## src/alarm_ctl_pkg.sv

```systemverilog
// Package with register map, field layouts, timing and state types of the alarm pin control
package alarm_ctl_pkg;

  // Register byte offsets, one aligned word each
  localparam int ADDR_W = 8;
  localparam logic [7:0] CTRL_OFFSET = 8'h00;
  localparam logic [7:0] STATUS_OFFSET = 8'h04;
  localparam logic [7:0] MASK_OFFSET = 8'h08;
  localparam logic [7:0] LIVE_OFFSET = 8'h0c;

  // AHB-Lite encodings
  localparam int HTRANS_ACTIVE_POS = 1;
  localparam logic HRESP_OKAY = 1'b0;

  // Control register layout, top bit first, bit 0 last
  typedef struct packed {
    logic fos2_enable;
    logic fos1_enable;
    logic alarm_polarity;
    logic input2_alarm_out_enable;
    logic input1_alarm_out_enable;
    logic irq_polarity;
    logic int_function_select;
  } ctrl_t;
  localparam int CTRL_W = 7;
  localparam logic [6:0] CTRL_RESET = 7'h00;

  // Monitor alarms of both clock inputs
  typedef struct packed {
    logic frequency_offset_alarm_two;
    logic loss_of_signal_alarm_two;
    logic frequency_offset_alarm_one;
    logic loss_of_signal_alarm_one;
  } alarm_t;
  localparam int ALARM_W = 4;
  localparam logic [3:0] ALARM_RESET = 4'h0;

  // Sticky event layout, shared by status and mask
  typedef struct packed {
    logic cal_done;
    alarm_t rise;
  } event_t;
  localparam int EVENT_W = 5;
  localparam logic [4:0] EVENT_RESET = 5'h00;
  localparam logic [4:0] MASK_RESET = 5'h00;

  // Self-calibration time after external reset release
  localparam int CLK_PERIOD_NS = 10;
  localparam int CAL_TIME_NS = 1000;
  localparam int CAL_CYCLES = (CAL_TIME_NS + CLK_PERIOD_NS - 1) / CLK_PERIOD_NS;
  localparam int CAL_CNT_W = 8;
  localparam logic [7:0] CAL_LAST = 8'(CAL_CYCLES - 1);
  localparam logic [7:0] CAL_CNT_RESET = 8'h00;

  // Frequency word width and reset value
  localparam int DCO_W = 16;
  localparam logic [15:0] DCO_RESET = 16'h0000;

  typedef enum logic [1:0] {PH_RESET, PH_CAL, PH_RUN} phase_t;

  // Pending AHB data phase
  typedef struct packed {
    logic valid;
    logic write;
    logic [7:0] addr;
  } dphase_t;

  // Whole state of the block
  typedef struct packed {
    logic ext_s1;
    logic ext_s2;
    logic ext_s3;
    logic ext_n;
    alarm_t alm_s1;
    alarm_t alm_s2;
    alarm_t alm_s3;
    alarm_t alm_f;
    phase_t phase;
    logic [7:0] cal_cnt;
    ctrl_t ctrl;
    event_t stat;
    event_t mask;
    dphase_t dph;
    logic [31:0] rdata;
    logic hold;
    logic [15:0] dco;
    logic pin1;
    logic pin1_oe;
    logic pin2;
    logic pin2_oe;
    logic irq;
    logic [1:0] clk_oe;
  } state_t;

endpackage : alarm_ctl_pkg

```

## src/alarm_pin_and_reset_control.sv

```systemverilog
// Alarm and interrupt pin control with external reset and self-calibration sequencing
//
// Notes on behaviour
// - External reset pin is active low; low means full hardware reset.
// - During external reset all registers except the synchronisers, alarm filter and bus state go to defaults.
// - Both clock outputs are tristated while external reset is asserted.
// - Rising external reset starts self-calibration before normal operation.
// - Function select one makes the shared pin the interrupt output.
// - Interrupt on shared pin is maskable, level set by interrupt polarity.
// - Input-1 enable with function select zero reports input-one alarms there.
// - Alarm mode shows zero for input present, one for alarm, pre-inversion.
// - Alarm polarity bit sets asserted level of input-one alarm indication.
// - Neither function selected leaves the shared pin tristated.
// - Input-2 enable drives second pin as input-two alarm indicator.
// - Second pin shows zero for present, one for alarm, pre-inversion.
// - Alarm polarity bit inverts asserted level of the second pin.
// - Input-2 enable zero leaves the second pin tristated.
// - With input clocks alarmed the frequency word holds its last value.
`timescale 1ns/10ps
module alarm_pin_and_reset_control (
  input wire logic clk_in, // 100 MHz system clock
  input wire logic rst_in, // Chip reset, async, active high
  input wire logic ext_reset_n_in, // External reset pin, active low
  input wire alarm_ctl_pkg::alarm_t clock_alarms_in, // Raw input clock monitor alarms
  input wire logic [15:0] dco_word_in, // Frequency word from loop
  input wire logic hsel_in, // AHB slave select
  input wire logic [31:0] haddr_in, // AHB address
  input wire logic [1:0] htrans_in, // AHB transfer type
  input wire logic hwrite_in, // AHB write flag
  input wire logic [2:0] hsize_in, // AHB size, word only
  input wire logic [31:0] hwdata_in, // AHB write data
  input wire logic hready_in, // AHB bus ready
  output logic [31:0] hrdata_out, // AHB read data
  output logic hreadyout_out, // AHB slave ready
  output logic hresp_out, // AHB response
  output logic irq_or_input1_alarm_out, // Shared pin level
  output logic irq_or_input1_alarm_oe_out, // Shared pin drive enable
  output logic input2_alarm_out, // Second alarm pin level
  output logic input2_alarm_oe_out, // Second alarm pin drive enable
  output logic irq_out, // Level interrupt, active high
  output logic [1:0] clk_out_enable_out, // Clock output drive enables
  output logic cal_busy_out, // Self-calibration running
  output logic holdover_out, // Frequency word frozen
  output logic [15:0] dco_word_out // Frequency word to synthesiser
);

  alarm_ctl_pkg::state_t st;
  alarm_ctl_pkg::state_t st_nxt;

  // Read mux of the register file; unmapped words read as zero
  function automatic logic [31:0] read_mux(input alarm_ctl_pkg::state_t s,
                                           input logic [7:0] a);
    logic [31:0] v;
    v = 32'h0000_0000;
    unique case (a)
      alarm_ctl_pkg::CTRL_OFFSET: v[alarm_ctl_pkg::CTRL_W-1:0] = s.ctrl;
      alarm_ctl_pkg::STATUS_OFFSET: v[alarm_ctl_pkg::EVENT_W-1:0] = s.stat;
      alarm_ctl_pkg::MASK_OFFSET: v[alarm_ctl_pkg::EVENT_W-1:0] = s.mask;
      alarm_ctl_pkg::LIVE_OFFSET: v[alarm_ctl_pkg::ALARM_W+2:0] =
        {s.phase == alarm_ctl_pkg::PH_CAL, s.ext_n, s.hold, s.alm_f};
      default: v = 32'h0000_0000;
    endcase
    return v;
  endfunction : read_mux

  // Combinational next state
  always_comb begin
    logic [3:0] diff;
    logic [3:0] alm_new;
    logic alarm1;
    logic alarm2;
    logic irq_lvl;
    logic accept;
    logic [4:0] w1c;
    logic [4:0] set;
    logic cal_end;
    diff = 4'h0;
    alm_new = 4'h0;
    alarm1 = 1'b0;
    alarm2 = 1'b0;
    irq_lvl = 1'b0;
    accept = 1'b0;
    w1c = 5'h00;
    set = 5'h00;
    cal_end = 1'b0;
    st_nxt = st;

    // Three-stage synchronisers; the first stage feeds only the second
    st_nxt.ext_s1 = ext_reset_n_in;
    st_nxt.ext_s2 = st.ext_s1;
    st_nxt.ext_s3 = st.ext_s2;
    st_nxt.alm_s1 = clock_alarms_in;
    st_nxt.alm_s2 = st.alm_s1;
    st_nxt.alm_s3 = st.alm_s2;

    // A change counts once stages two and three agree
    if (st.ext_s2 == st.ext_s3) begin
      st_nxt.ext_n = st.ext_s3;
    end
    diff = st.alm_s2 ^ st.alm_s3;
    alm_new = (st.alm_s3 & ~diff) | (st.alm_f & diff);
    st_nxt.alm_f = alm_new;

    // Pin alarm terms, offset alarm only when enabled
    alarm1 = st.alm_f.loss_of_signal_alarm_one |
             (st.ctrl.fos1_enable & st.alm_f.frequency_offset_alarm_one);
    alarm2 = st.alm_f.loss_of_signal_alarm_two |
             (st.ctrl.fos2_enable & st.alm_f.frequency_offset_alarm_two);
    irq_lvl = |(st.stat & st.mask);

    // Reset, calibration and run sequence
    unique case (st.phase)
      alarm_ctl_pkg::PH_RESET: begin
        if (st.ext_n) begin
          st_nxt.phase = alarm_ctl_pkg::PH_CAL;
          st_nxt.cal_cnt = alarm_ctl_pkg::CAL_CNT_RESET;
        end
      end
      alarm_ctl_pkg::PH_CAL: begin
        st_nxt.cal_cnt = st.cal_cnt + 8'h01;
        if (st.cal_cnt == alarm_ctl_pkg::CAL_LAST) begin
          st_nxt.phase = alarm_ctl_pkg::PH_RUN;
          cal_end = 1'b1;
        end
      end
      alarm_ctl_pkg::PH_RUN: begin
        st_nxt.cal_cnt = st.cal_cnt;
      end
    endcase

    // Clock outputs driven only in normal operation
    st_nxt.clk_oe = (st.phase == alarm_ctl_pkg::PH_RUN) ? 2'b11 : 2'b00;

    // AHB address phase; read data is captured here into a flop
    accept = hsel_in & hready_in & htrans_in[alarm_ctl_pkg::HTRANS_ACTIVE_POS];
    st_nxt.dph.valid = accept;
    st_nxt.dph.write = hwrite_in;
    st_nxt.dph.addr = {haddr_in[alarm_ctl_pkg::ADDR_W-1:2], 2'b00};
    if (accept && !hwrite_in) begin
      st_nxt.rdata = read_mux(st, {haddr_in[alarm_ctl_pkg::ADDR_W-1:2], 2'b00});
    end

    // AHB data phase writes
    if (st.dph.valid && st.dph.write) begin
      unique case (st.dph.addr)
        alarm_ctl_pkg::CTRL_OFFSET: st_nxt.ctrl = hwdata_in[alarm_ctl_pkg::CTRL_W-1:0];
        alarm_ctl_pkg::STATUS_OFFSET: w1c = hwdata_in[alarm_ctl_pkg::EVENT_W-1:0];
        alarm_ctl_pkg::MASK_OFFSET: st_nxt.mask = hwdata_in[alarm_ctl_pkg::EVENT_W-1:0];
        default: w1c = 5'h00;
      endcase
    end

    // Sticky events: a new event beats a same-cycle clear
    set = {cal_end, alm_new & ~st.alm_f};
    st_nxt.stat = (st.stat & ~w1c) | set;

    // Freeze frequency word while both inputs are in alarm
    st_nxt.hold = alarm1 & alarm2;
    if (!st.hold) begin
      st_nxt.dco = dco_word_in;
    end

    // Shared pin: interrupt, input-one alarm, or tristate
    if (st.ctrl.int_function_select) begin
      st_nxt.pin1_oe = 1'b1;
      st_nxt.pin1 = ~(irq_lvl ^ st.ctrl.irq_polarity);
    end else if (st.ctrl.input1_alarm_out_enable) begin
      st_nxt.pin1_oe = 1'b1;
      st_nxt.pin1 = ~(alarm1 ^ st.ctrl.alarm_polarity);
    end else begin
      st_nxt.pin1_oe = 1'b0;
      st_nxt.pin1 = 1'b0;
    end

    // Second pin: input-two alarm or tristate
    if (st.ctrl.input2_alarm_out_enable) begin
      st_nxt.pin2_oe = 1'b1;
      st_nxt.pin2 = ~(alarm2 ^ st.ctrl.alarm_polarity);
    end else begin
      st_nxt.pin2_oe = 1'b0;
      st_nxt.pin2 = 1'b0;
    end
    st_nxt.irq = irq_lvl;

    // External reset low overrides all but the synchronisers, alarm filter and bus state
    if (!st.ext_n) begin
      st_nxt.phase = alarm_ctl_pkg::PH_RESET;
      st_nxt.cal_cnt = alarm_ctl_pkg::CAL_CNT_RESET;
      st_nxt.ctrl = alarm_ctl_pkg::CTRL_RESET;
      st_nxt.stat = alarm_ctl_pkg::EVENT_RESET;
      st_nxt.mask = alarm_ctl_pkg::MASK_RESET;
      st_nxt.hold = 1'b0;
      st_nxt.dco = alarm_ctl_pkg::DCO_RESET;
      st_nxt.pin1 = 1'b0;
      st_nxt.pin1_oe = 1'b0;
      st_nxt.pin2 = 1'b0;
      st_nxt.pin2_oe = 1'b0;
      st_nxt.irq = 1'b0;
      st_nxt.clk_oe = 2'b00;
    end
  end

  // State register; external reset starts asserted until synchronised high
  always_ff @(posedge clk_in or posedge rst_in) begin
    if (rst_in) begin
      st <= '0;
    end else begin
      st <= st_nxt;
    end
  end

  // Outputs; zero wait states so the bus never stalls
  assign hreadyout_out = 1'b1;
  assign hresp_out = alarm_ctl_pkg::HRESP_OKAY;
  assign hrdata_out = st.rdata;
  assign irq_or_input1_alarm_out = st.pin1;
  assign irq_or_input1_alarm_oe_out = st.pin1_oe;
  assign input2_alarm_out = st.pin2;
  assign input2_alarm_oe_out = st.pin2_oe;
  assign irq_out = st.irq;
  assign clk_out_enable_out = st.clk_oe;
  assign cal_busy_out = (st.phase == alarm_ctl_pkg::PH_CAL);
  assign holdover_out = st.hold;
  assign dco_word_out = st.dco;

  // Checks on reset sequencing
  a_ext_reset_low: assert property (@(posedge clk_in) disable iff (rst_in)
    !st.ext_n |=> st.phase == alarm_ctl_pkg::PH_RESET)
    else $error("external reset low did not hold reset phase");
  a_reset_defaults: assert property (@(posedge clk_in) disable iff (rst_in)
    !st.ext_n |=> (st.ctrl == alarm_ctl_pkg::CTRL_RESET && st.stat == 5'h00
                   && st.mask == 5'h00 && !irq_out))
    else $error("registers not at default during external reset");
  a_clk_tristate: assert property (@(posedge clk_in) disable iff (rst_in)
    (!st.ext_n || st.phase == alarm_ctl_pkg::PH_RESET) |=> clk_out_enable_out == 2'b00)
    else $error("clock outputs driven during reset");
  a_cal_start: assert property (@(posedge clk_in) disable iff (rst_in)
    (st.phase == alarm_ctl_pkg::PH_RESET && st.ext_n) |=> ##[0:2] cal_busy_out)
    else $error("calibration did not start after reset release");

  // Checks on the shared pin
  a_irq_pin_level: assert property (@(posedge clk_in) disable iff (rst_in)
    (st.ext_n && st.ctrl.int_function_select) |=>
      (irq_or_input1_alarm_oe_out &&
       irq_or_input1_alarm_out == ~(irq_out ^ $past(st.ctrl.irq_polarity))))
    else $error("interrupt pin level or enable wrong");
  a_alarm1_pin: assert property (@(posedge clk_in) disable iff (rst_in)
    (st.ext_n && !st.ctrl.int_function_select && st.ctrl.input1_alarm_out_enable) |=>
      (irq_or_input1_alarm_oe_out && irq_or_input1_alarm_out ==
       ~(($past(st.alm_f.loss_of_signal_alarm_one) |
          ($past(st.ctrl.fos1_enable) & $past(st.alm_f.frequency_offset_alarm_one)))
         ^ $past(st.ctrl.alarm_polarity))))
    else $error("input one alarm pin wrong");
  a_pin1_tristate: assert property (@(posedge clk_in) disable iff (rst_in)
    (!st.ctrl.int_function_select && !st.ctrl.input1_alarm_out_enable) |=>
      !irq_or_input1_alarm_oe_out)
    else $error("shared pin driven with no function");

  // Checks on the second pin
  a_alarm2_pin: assert property (@(posedge clk_in) disable iff (rst_in)
    (st.ext_n && st.ctrl.input2_alarm_out_enable) |=>
      (input2_alarm_oe_out && input2_alarm_out ==
       ~(($past(st.alm_f.loss_of_signal_alarm_two) |
          ($past(st.ctrl.fos2_enable) & $past(st.alm_f.frequency_offset_alarm_two)))
         ^ $past(st.ctrl.alarm_polarity))))
    else $error("input two alarm pin wrong");
  a_pin2_tristate: assert property (@(posedge clk_in) disable iff (rst_in)
    !st.ctrl.input2_alarm_out_enable |=> !input2_alarm_oe_out)
    else $error("second pin driven while disabled");

  // Checks on holdover and interrupt level
  a_freq_hold: assert property (@(posedge clk_in) disable iff (rst_in)
    (st.ext_n && holdover_out) |=> $stable(dco_word_out))
    else $error("frequency word moved during holdover");
  a_irq_follows: assert property (@(posedge clk_in) disable iff (rst_in)
    st.ext_n |=> irq_out == |($past(st.stat) & $past(st.mask)))
    else $error("interrupt level does not follow unmasked events");

  // Holdover and frequency word; a single alarmed input must not freeze the loop
  a_dco_track: assert property (@(posedge clk_in) disable iff (rst_in)
    (st.ext_n && !holdover_out) |=> dco_word_out == $past(dco_word_in))
    else $error("frequency word did not track its input");
  a_hold_one_ok: assert property (@(posedge clk_in) disable iff (rst_in)
    (st.ext_n && !st.alm_f.loss_of_signal_alarm_one && !st.alm_f.frequency_offset_alarm_one)
      |=> !holdover_out)
    else $error("holdover while input one is healthy");
  a_hold_two_ok: assert property (@(posedge clk_in) disable iff (rst_in)
    (st.ext_n && !st.alm_f.loss_of_signal_alarm_two && !st.alm_f.frequency_offset_alarm_two)
      |=> !holdover_out)
    else $error("holdover while input two is healthy");

  // Calibration sequencing; the counter end point decides the calibration length
  a_cal_running: assert property (@(posedge clk_in) disable iff (rst_in)
    (st.ext_n && cal_busy_out && st.cal_cnt != alarm_ctl_pkg::CAL_LAST) |=> cal_busy_out)
    else $error("calibration ended early");
  a_cal_finish: assert property (@(posedge clk_in) disable iff (rst_in)
    (st.ext_n && cal_busy_out && st.cal_cnt == alarm_ctl_pkg::CAL_LAST) |=>
      (st.phase == alarm_ctl_pkg::PH_RUN && st.stat.cal_done))
    else $error("calibration did not finish into run");
  a_cal_count_range: assert property (@(posedge clk_in) disable iff (rst_in)
    cal_busy_out |-> st.cal_cnt <= alarm_ctl_pkg::CAL_LAST)
    else $error("calibration counter past its end");
  a_run_stays: assert property (@(posedge clk_in) disable iff (rst_in)
    (st.ext_n && st.phase == alarm_ctl_pkg::PH_RUN) |=> st.phase == alarm_ctl_pkg::PH_RUN)
    else $error("run phase left without reset");
  a_clk_run: assert property (@(posedge clk_in) disable iff (rst_in)
    (st.ext_n && st.phase == alarm_ctl_pkg::PH_RUN) |=> clk_out_enable_out == 2'b11)
    else $error("clock outputs off in run phase");
  a_clk_cal_off: assert property (@(posedge clk_in) disable iff (rst_in)
    cal_busy_out |=> clk_out_enable_out == 2'b00)
    else $error("clock outputs driven during calibration");

  // Synchroniser filter: one disagreeing sample must not move the reset level
  a_sync_filter: assert property (@(posedge clk_in) disable iff (rst_in)
    (st.ext_s2 != st.ext_s3) |=> $stable(st.ext_n))
    else $error("filtered reset moved on a disagreeing sample");

  // Sticky status and interrupt masking
  a_event_sticky: assert property (@(posedge clk_in) disable iff (rst_in)
    (st.ext_n && !(st.dph.valid && st.dph.write &&
                   st.dph.addr == alarm_ctl_pkg::STATUS_OFFSET)) |=>
      (st.stat & $past(st.stat)) == $past(st.stat))
    else $error("status bit cleared without a write");
  a_rise_sets: assert property (@(posedge clk_in) disable iff (rst_in)
    (st.ext_n && !st.alm_f.loss_of_signal_alarm_one) ##1 st.alm_f.loss_of_signal_alarm_one
      |-> st.stat.rise.loss_of_signal_alarm_one)
    else $error("alarm rise did not set its status bit");
  a_irq_masked: assert property (@(posedge clk_in) disable iff (rst_in)
    (st.ext_n && st.mask == 5'h00) |=> !irq_out)
    else $error("interrupt raised with every event masked");
  a_irq_pin_off: assert property (@(posedge clk_in) disable iff (rst_in)
    (st.ext_n && st.ctrl.int_function_select && st.mask == 5'h00) |=>
      irq_or_input1_alarm_out == !$past(st.ctrl.irq_polarity))
    else $error("interrupt pin not at its inactive level");

  // Offset alarm ignored when its enable is clear
  a_fos1_ignored: assert property (@(posedge clk_in) disable iff (rst_in)
    (st.ext_n && !st.ctrl.int_function_select && st.ctrl.input1_alarm_out_enable &&
     !st.ctrl.fos1_enable && !st.alm_f.loss_of_signal_alarm_one) |=>
      irq_or_input1_alarm_out == !$past(st.ctrl.alarm_polarity))
    else $error("disabled offset alarm reached the shared pin");
  a_fos2_ignored: assert property (@(posedge clk_in) disable iff (rst_in)
    (st.ext_n && st.ctrl.input2_alarm_out_enable && !st.ctrl.fos2_enable &&
     !st.alm_f.loss_of_signal_alarm_two) |=>
      input2_alarm_out == !$past(st.ctrl.alarm_polarity))
    else $error("disabled offset alarm reached the second pin");

  // Undriven pins are parked low so a stale level never leaks out
  a_pin1_idle_low: assert property (@(posedge clk_in) disable iff (rst_in)
    !irq_or_input1_alarm_oe_out |-> !irq_or_input1_alarm_out)
    else $error("shared pin level not parked while undriven");
  a_pin2_idle_low: assert property (@(posedge clk_in) disable iff (rst_in)
    !input2_alarm_oe_out |-> !input2_alarm_out)
    else $error("second pin level not parked while undriven");

endmodule : alarm_pin_and_reset_control

```

## config.mk

```make
export PLATFORM = sky130hd
export DESIGN_NAME = alarm_pin_and_reset_control
export DESIGN_NICKNAME = d
export VERILOG_FILES = /design/src/alarm_ctl_pkg.sv /design/src/alarm_pin_and_reset_control.sv
export SDC_FILE = /design/constraint.sdc
export NUM_CORES = 1
export LEC_CHECK = 0
export ABC_AREA = 1
export BUFFER_PORTS_ARGS = -buffer_cell sky130_fd_sc_hd__buf_4
export CAP_MARGIN = 20
export CORE_ASPECT_RATIO = 0.5
export CORE_UTILIZATION = 49
export DETAILED_ROUTE_END_ITERATION = 6
export GPL_ROUTABILITY_DRIVEN = 0
export PLACE_DENSITY_LB_ADDON = 0.1
export SYNTH_ARGS = -nofsm -noshare
export SYNTH_HDL_FRONTEND = slang
export SYNTH_SLANG_ARGS = --single-unit
```

## constraint.sdc

```tcl
create_clock -name clk_in -period 3.2 [get_ports clk_in]
set_clock_uncertainty 0.05 [all_clocks]
set_input_delay 0.64 -clock clk_in [delete_from_list [all_inputs] [get_ports clk_in]]
set_output_delay 0.64 -clock clk_in [all_outputs]
set_load 0.05 [all_outputs]
```

-- Word-level counts from Yosys, hierarchy flattened
Index checks and enable logic that the tools add are counted.
- register bits: 86
- input port bits: 95
- output and inout bits: 59
- word-level logic and storage cells: 122
- $add $sub $neg: 1
- eq/ne operators: 16
- mux-type cells: 20
- bitwise gates (word level): 24
- reduce and logical (&&, ||, !) cells: 10
- operators by type and width (kind ; number):
    2-to-1 mux 27 bit ; 1
    2-to-1 mux 24 bit ; 1
    2-to-1 mux 5 bit ; 4
    one-hot mux 5 bit (4 select lines) ; 1
    == test 6 x 2 -> 1 bit (second input constant) ; 3
    2-to-1 mux 16 bit ; 1
    one-hot mux 8 bit (2 select lines) ; 1
    2-to-1 mux 7 bit ; 2
    AND 4 bit ; 3
    == test 6 x 1 -> 1 bit (second input constant) ; 2
    AND 5 bit ; 2
    2-to-1 mux 2 bit ; 5
    adder 8 x 1 -> 8 bit (second input constant) ; 1
    == test 8 x 7 -> 1 bit (second input constant) ; 1
    logical NOT 8 bit ; 1
    inverter 4 bit ; 2
    one-hot mux 2 bit (2 select lines) ; 2
    logical NOT 6 bit ; 1
    inequality test 2 x 1 -> 1 bit (second input constant) ; 3
    inequality test 3 x 2 -> 1 bit (second input constant) ; 2
    AND reduction 2 bit ; 3
    AND 1 bit ; 5
    inverter 5 bit ; 1
    OR 5 bit ; 1
    other kinds (14) ; 22

-- Logic depth before layout (Yosys ltp)
- depth after elaboration: 7
- depth in mapped cells: 8
- mapped depth without buffers: 8

-- Worst setup path after synthesis
OpenSTA, ideal clock, no wires.
- path type: register to output
- from: reg st[92] (netlist name)
- to: out cal_busy_out
- arrival time: 872 ps
- data required time: 2510 ps
- path slack: 1638 ps
- stages on the path, launching flop included: 2
- buffers on the path: 0
- cells stage by stage: dfrtp_1 nor2_2
- longest elaborated chain between the ends: 1
- RTL lines (item ; RTL line ; source):
    start, declared ; alarm_pin_and_reset_control.sv:47 ; alarm_ctl_pkg::state_t st;
    start signal, assigned ; alarm_pin_and_reset_control.sv:208 ; st <= st_nxt;
    == test 2 x 1 -> 1 bit ; alarm_pin_and_reset_control.sv:222 ; assign cal_busy_out = (st.phase == alarm_ctl_pkg::PH_CAL);
    end, declared ; alarm_pin_and_reset_control.sv:42 ; output logic cal_busy_out,
No other way between the ends.

-- Final worst setup path
- from: reg st (netlist bit holdover_out)
- to: out holdover_out
- RTL lines (item ; RTL line ; source):
    end, declared ; alarm_pin_and_reset_control.sv:43 ; output logic holdover_out,
No word-level cell between the ends.

==> results_tabular.tex <==
\begin{tabular}{lr}
\hline
Metric & Value \\
\hline
\multicolumn{2}{l}{\textbf{Worst setup path}} \\
Cells along the critical path & buf\_4 \\
Type of element capturing the critical path & primary output \\
Cell type group with the largest total delay on the critical path & flip-flops \\
Crit path largest cell delay & 0.73 ns \\
Worst Path Buf+Inv & 1 \\
Worst setup path class & register to primary output \\
Type of origin of the critical path & register \\
Worst path required time & 2.51 ns \\
Data arrival time of the critical path & 1.38 ns \\
Critical path's slowest cell & sky130\_fd\_sc\_hd\_\_dfrtp\_1 \\
Maximum fanout along the worst path & 18 \\
\multicolumn{2}{l}{\textbf{Timing}} \\
Number of endpoints failing setup at the final stage & 0 \\
Worst-margin pin slew & 0.821 ns \\
Hold Slack & 0.297 ns \\
Endpoints failing hold & 0 \\
Maximum frequency from static timing analysis & 483 MHz \\
Final setup TNS & 0 ns \\
Number of max-slew violations in the final report & 0 \\
Period utilisation layout & 64.7\% \\
RSZ-0062 raised after global routing & no \\
Min setup slack post-route & 1.13 ns \\
Slew HR & 45.2\% \\
Final worst path period need & 2.07 ns \\
\multicolumn{2}{l}{\textbf{Clock tree}} \\
Htree depth & 3 \\
CTS tree & yes \\
Total clock buffers created by CTS & 9 \\
Clk\_lat worst skew & 0.34 ns \\
Clock-pin slew on the worst setup and hold paths & 0.06 ns \\
Number of buffers inserted by hold repair at cts & 0 \\
Buffer cell driving the clock tree root & sky130\_fd\_sc\_hd\_\_clkbuf\_16 \\
Clock buffer depth & 2 \\
Sinks on Clock Net & 85 \\
Setup Buffers After CTS & 0 \\
Post-cts repair resize count & 0 \\
\multicolumn{2}{l}{\textbf{Drt}} \\
Iter 0 DRT Violations & 202 \\
Post-DRT Antenna Nets & 0 \\
Via count & 2856 \\
Routed wire length per instance & 12.4 um \\
Iteration count of the initial detailed-routing pass & 4 \\
Detailed Route WL & 7640 um \\
Number of vias per cell & 4.62 \\
DRC Markers & 0 \\
\multicolumn{2}{l}{\textbf{Yosys}} \\
Count of state elements after synthesis & 85 \\
Synthesized instance count & 458 \\
Cell with the most instances after synthesis & sky130\_fd\_sc\_hd\_\_nand2\_1 \\
Commonest cells in the synthesized netlist & sky130\_fd\_sc\_hd\_\_nand2\_1, sky130\_fd\_sc\_hd\_\_dfrtp\_1, sky130\_fd\_sc\_hd\_\_buf\_4 \\
Top cells by area in the synthesized netlist & sky130\_fd\_sc\_hd\_\_dfrtp\_1, sky130\_fd\_sc\_hd\_\_buf\_4, sky130\_fd\_sc\_hd\_\_nand2\_1 \\
Netlist Area Pre-Place & 4040 um2 \\
Area share of the leading cell type in the synthesized netlist & 52.7\% \\
Most used flip-flop cell after synthesis & sky130\_fd\_sc\_hd\_\_dfrtp\_1 \\
Cell type with the highest aggregate area in the netlist & sky130\_fd\_sc\_hd\_\_dfrtp\_1 \\
Number of enable-type register cells in the synthesized netlist & 0 \\
Part of the Yosys area used for sequential elements & 52.7\% \\
Async set-or-reset flop fraction in the synthesized netlist & 100\% \\
Synthesized area divided by synthesized cell count & 8.81 um2 \\
Count of different cell masters after synthesis & 32 \\
Ys Warns & 0 \\
\multicolumn{2}{l}{\textbf{Power and ir drop}} \\
Share of total power in sequential cells & 44.4\% \\
Leakage power summed over all cells & 2.38 nW \\
Pwr per Cell Area & 575 nW/um2 \\
Internal power & 1.90 mW \\
Net switching share of the total power & 29.6\% \\
Switching pwr & 799 uW \\
Post-layout total power & 2.70 mW \\
Clock network fraction of total power & 38.4\% \\
Part of the power in combinational logic & 17.1\% \\
Max rail drop VDD & 0.293 mV \\
\multicolumn{2}{l}{\textbf{Die}} \\
Core region area & 7650 um2 \\
Std cell rows & 22 \\
Die area & 8620 um2 \\
Effective utilization at floorplan & 52.7\% \\
Die outline width & 130 um \\
I/O pin cnt & 154 \\
Vertical extent of the die & 66.2 um \\
\multicolumn{2}{l}{\textbf{Place}} \\
Post-Place Cells & 602 \\
Half-perimeter wire length of the detailed placement result & 5490 um \\
Worst setup slack after placement & 1.26 ns \\
Placed Area & 4380 um2 \\
Number of buffer cells added on primary ports & 71 \\
\multicolumn{2}{l}{\textbf{Global route}} \\
All-layer global routing usage & 20.2\% \\
Grt met1 use & 28.8\% \\
Final global-route overflow total & 0 \\
Met3 track utilization from global routing & 6.63\% \\
Vias in the first global route & 2555 \\
Maximum number of pins on one net before global-route repair & 50 \\
Busiest metal layer after global routing & met1 \\
Met2 usage in global routing & 28.0\% \\
First-pass GRT wire length & 12700 um \\
Antenna violations before repair & 0 \\
\multicolumn{2}{l}{\textbf{Run status}} \\
Status & finished clean \\
\multicolumn{2}{l}{\textbf{Cells and area}} \\
Layout overhead on the synthesized area & 16.1\% \\
Core Util, Final & 61.2\% \\
Non-filler cells in the finished layout & 618 \\
Fill cell instance count of the final layout & 704 \\
Share of cells above drive strength 1 & 23.1\% \\
Summed area of non-filler cells in the final layout & 4690 um2 \\
Net total in the final layout & 601 \\
Count of antenna diodes in the layout & 0 \\
\multicolumn{2}{l}{\textbf{Flow run}} \\
Number of max-cap violations & 0 \\
\multicolumn{2}{l}{\textbf{Worst hold path}} \\
Worst hold path type & register to register \\
\hline
\end{tabular}
-- registers in the layout, summed over array words and instances (netlist names) --
| signal | count |
|---|---|
| input2_alarm_out | 1 |
| hrdata_out | 7 |
| irq_or_input1_alarm_oe_out | 1 |
| dco_word_out | 16 |
| irq_out | 1 |
| clk_out_enable_out | 1 |
| st | 55 |
| input2_alarm_oe_out | 1 |
| holdover_out | 1 |
| irq_or_input1_alarm_out | 1 |
-- power by group through the flow --
| stage | clock network, mW | logic, mW | registers (mW) |
|---|---|---|---|
| after floorplan | 0 | 0.387 | 1.22 |
| after global placement | 0 | 0.461 | 1.22 |
| after detailed placement | 0 | 0.465 | 1.22 |
| after CTS | 1.07 | 0.467 | 1.20 |
| after global routing | 1.11 | 0.500 | 1.21 |
| final | 1.04 | 0.462 | 1.20 |
-- cell usage in the layout (no fill, tap or decap), types with 2 or more instances in the layout --
cell type	netlist	layout
sky130_fd_sc_hd__buf_4	52	72
sky130_fd_sc_hd__dfrtp_1	85	85
sky130_fd_sc_hd__clkbuf_16	0	9
sky130_fd_sc_hd__o21ai_2	6	6
sky130_fd_sc_hd__a21oi_1	17	17
sky130_fd_sc_hd__inv_1	44	43
sky130_fd_sc_hd__conb_1	2	27
sky130_fd_sc_hd__nor2_1	50	50
sky130_fd_sc_hd__nor2_4	5	5
sky130_fd_sc_hd__nor2_2	2	2
sky130_fd_sc_hd__o21ai_1	11	11
sky130_fd_sc_hd__inv_2	4	4
sky130_fd_sc_hd__nand4_1	8	8
sky130_fd_sc_hd__nand3_1	46	46
sky130_fd_sc_hd__clkinv_2	0	2
sky130_fd_sc_hd__clkinv_4	0	2
sky130_fd_sc_hd__nand2_2	6	6
sky130_fd_sc_hd__maj3_1	5	5
sky130_fd_sc_hd__nand2_1	89	89
sky130_fd_sc_hd__o21ai_0	4	4
-- routing by layer --
metal  routed length, um  share of wire (%)
met1                3930                 51
met2                3020                 40
met3                 564                7.4
met4                 123                1.6
met5                   0                  0
-- logic make-up (layout without fill, tap and decap cells) --
family                     after synthesis  count (layout)  synth area share, %
AOI/OAI and AO/OA                       40              40                 5.67
DFF                                     85              85                 52.7
adders and majority gates                6               6                 1.55
and+or+nand+nor                        213             213                 24.1
other                                    2              27                0.186
xor gates and xnor gates                 1               1                0.217
buffers and inverters                  111             138                 15.5
-- final cells by class --
cell class	instances	area, um2	area share, %
sequential	85	2130	45.4
multi-input combinational	287	1380	29.3
timing repair buffer	73	561	12.0
clock buffer	11	243	5.18
inverter	49	185	3.95
tap	108	135	2.88
clock inverter	5	60.1	1.28
-- worst paths after layout --
path	from	endpoint	slack (ns)	cells past startpoint
max	holdover_out	holdover_out	1.13	1
min	st[105]	st[101]	0.30	0
max reg2reg	holdover_out	hrdata_out[4]	1.23	6
min reg2reg	st[105]	st[101]	0.30	0
max in group asynchronous	rst_in	st[107]	2.05	3
min in group asynchronous	rst_in	clk_out_enable_out[0]	0.39	2
No activity file was read; power rests on OpenSTA's default activity.
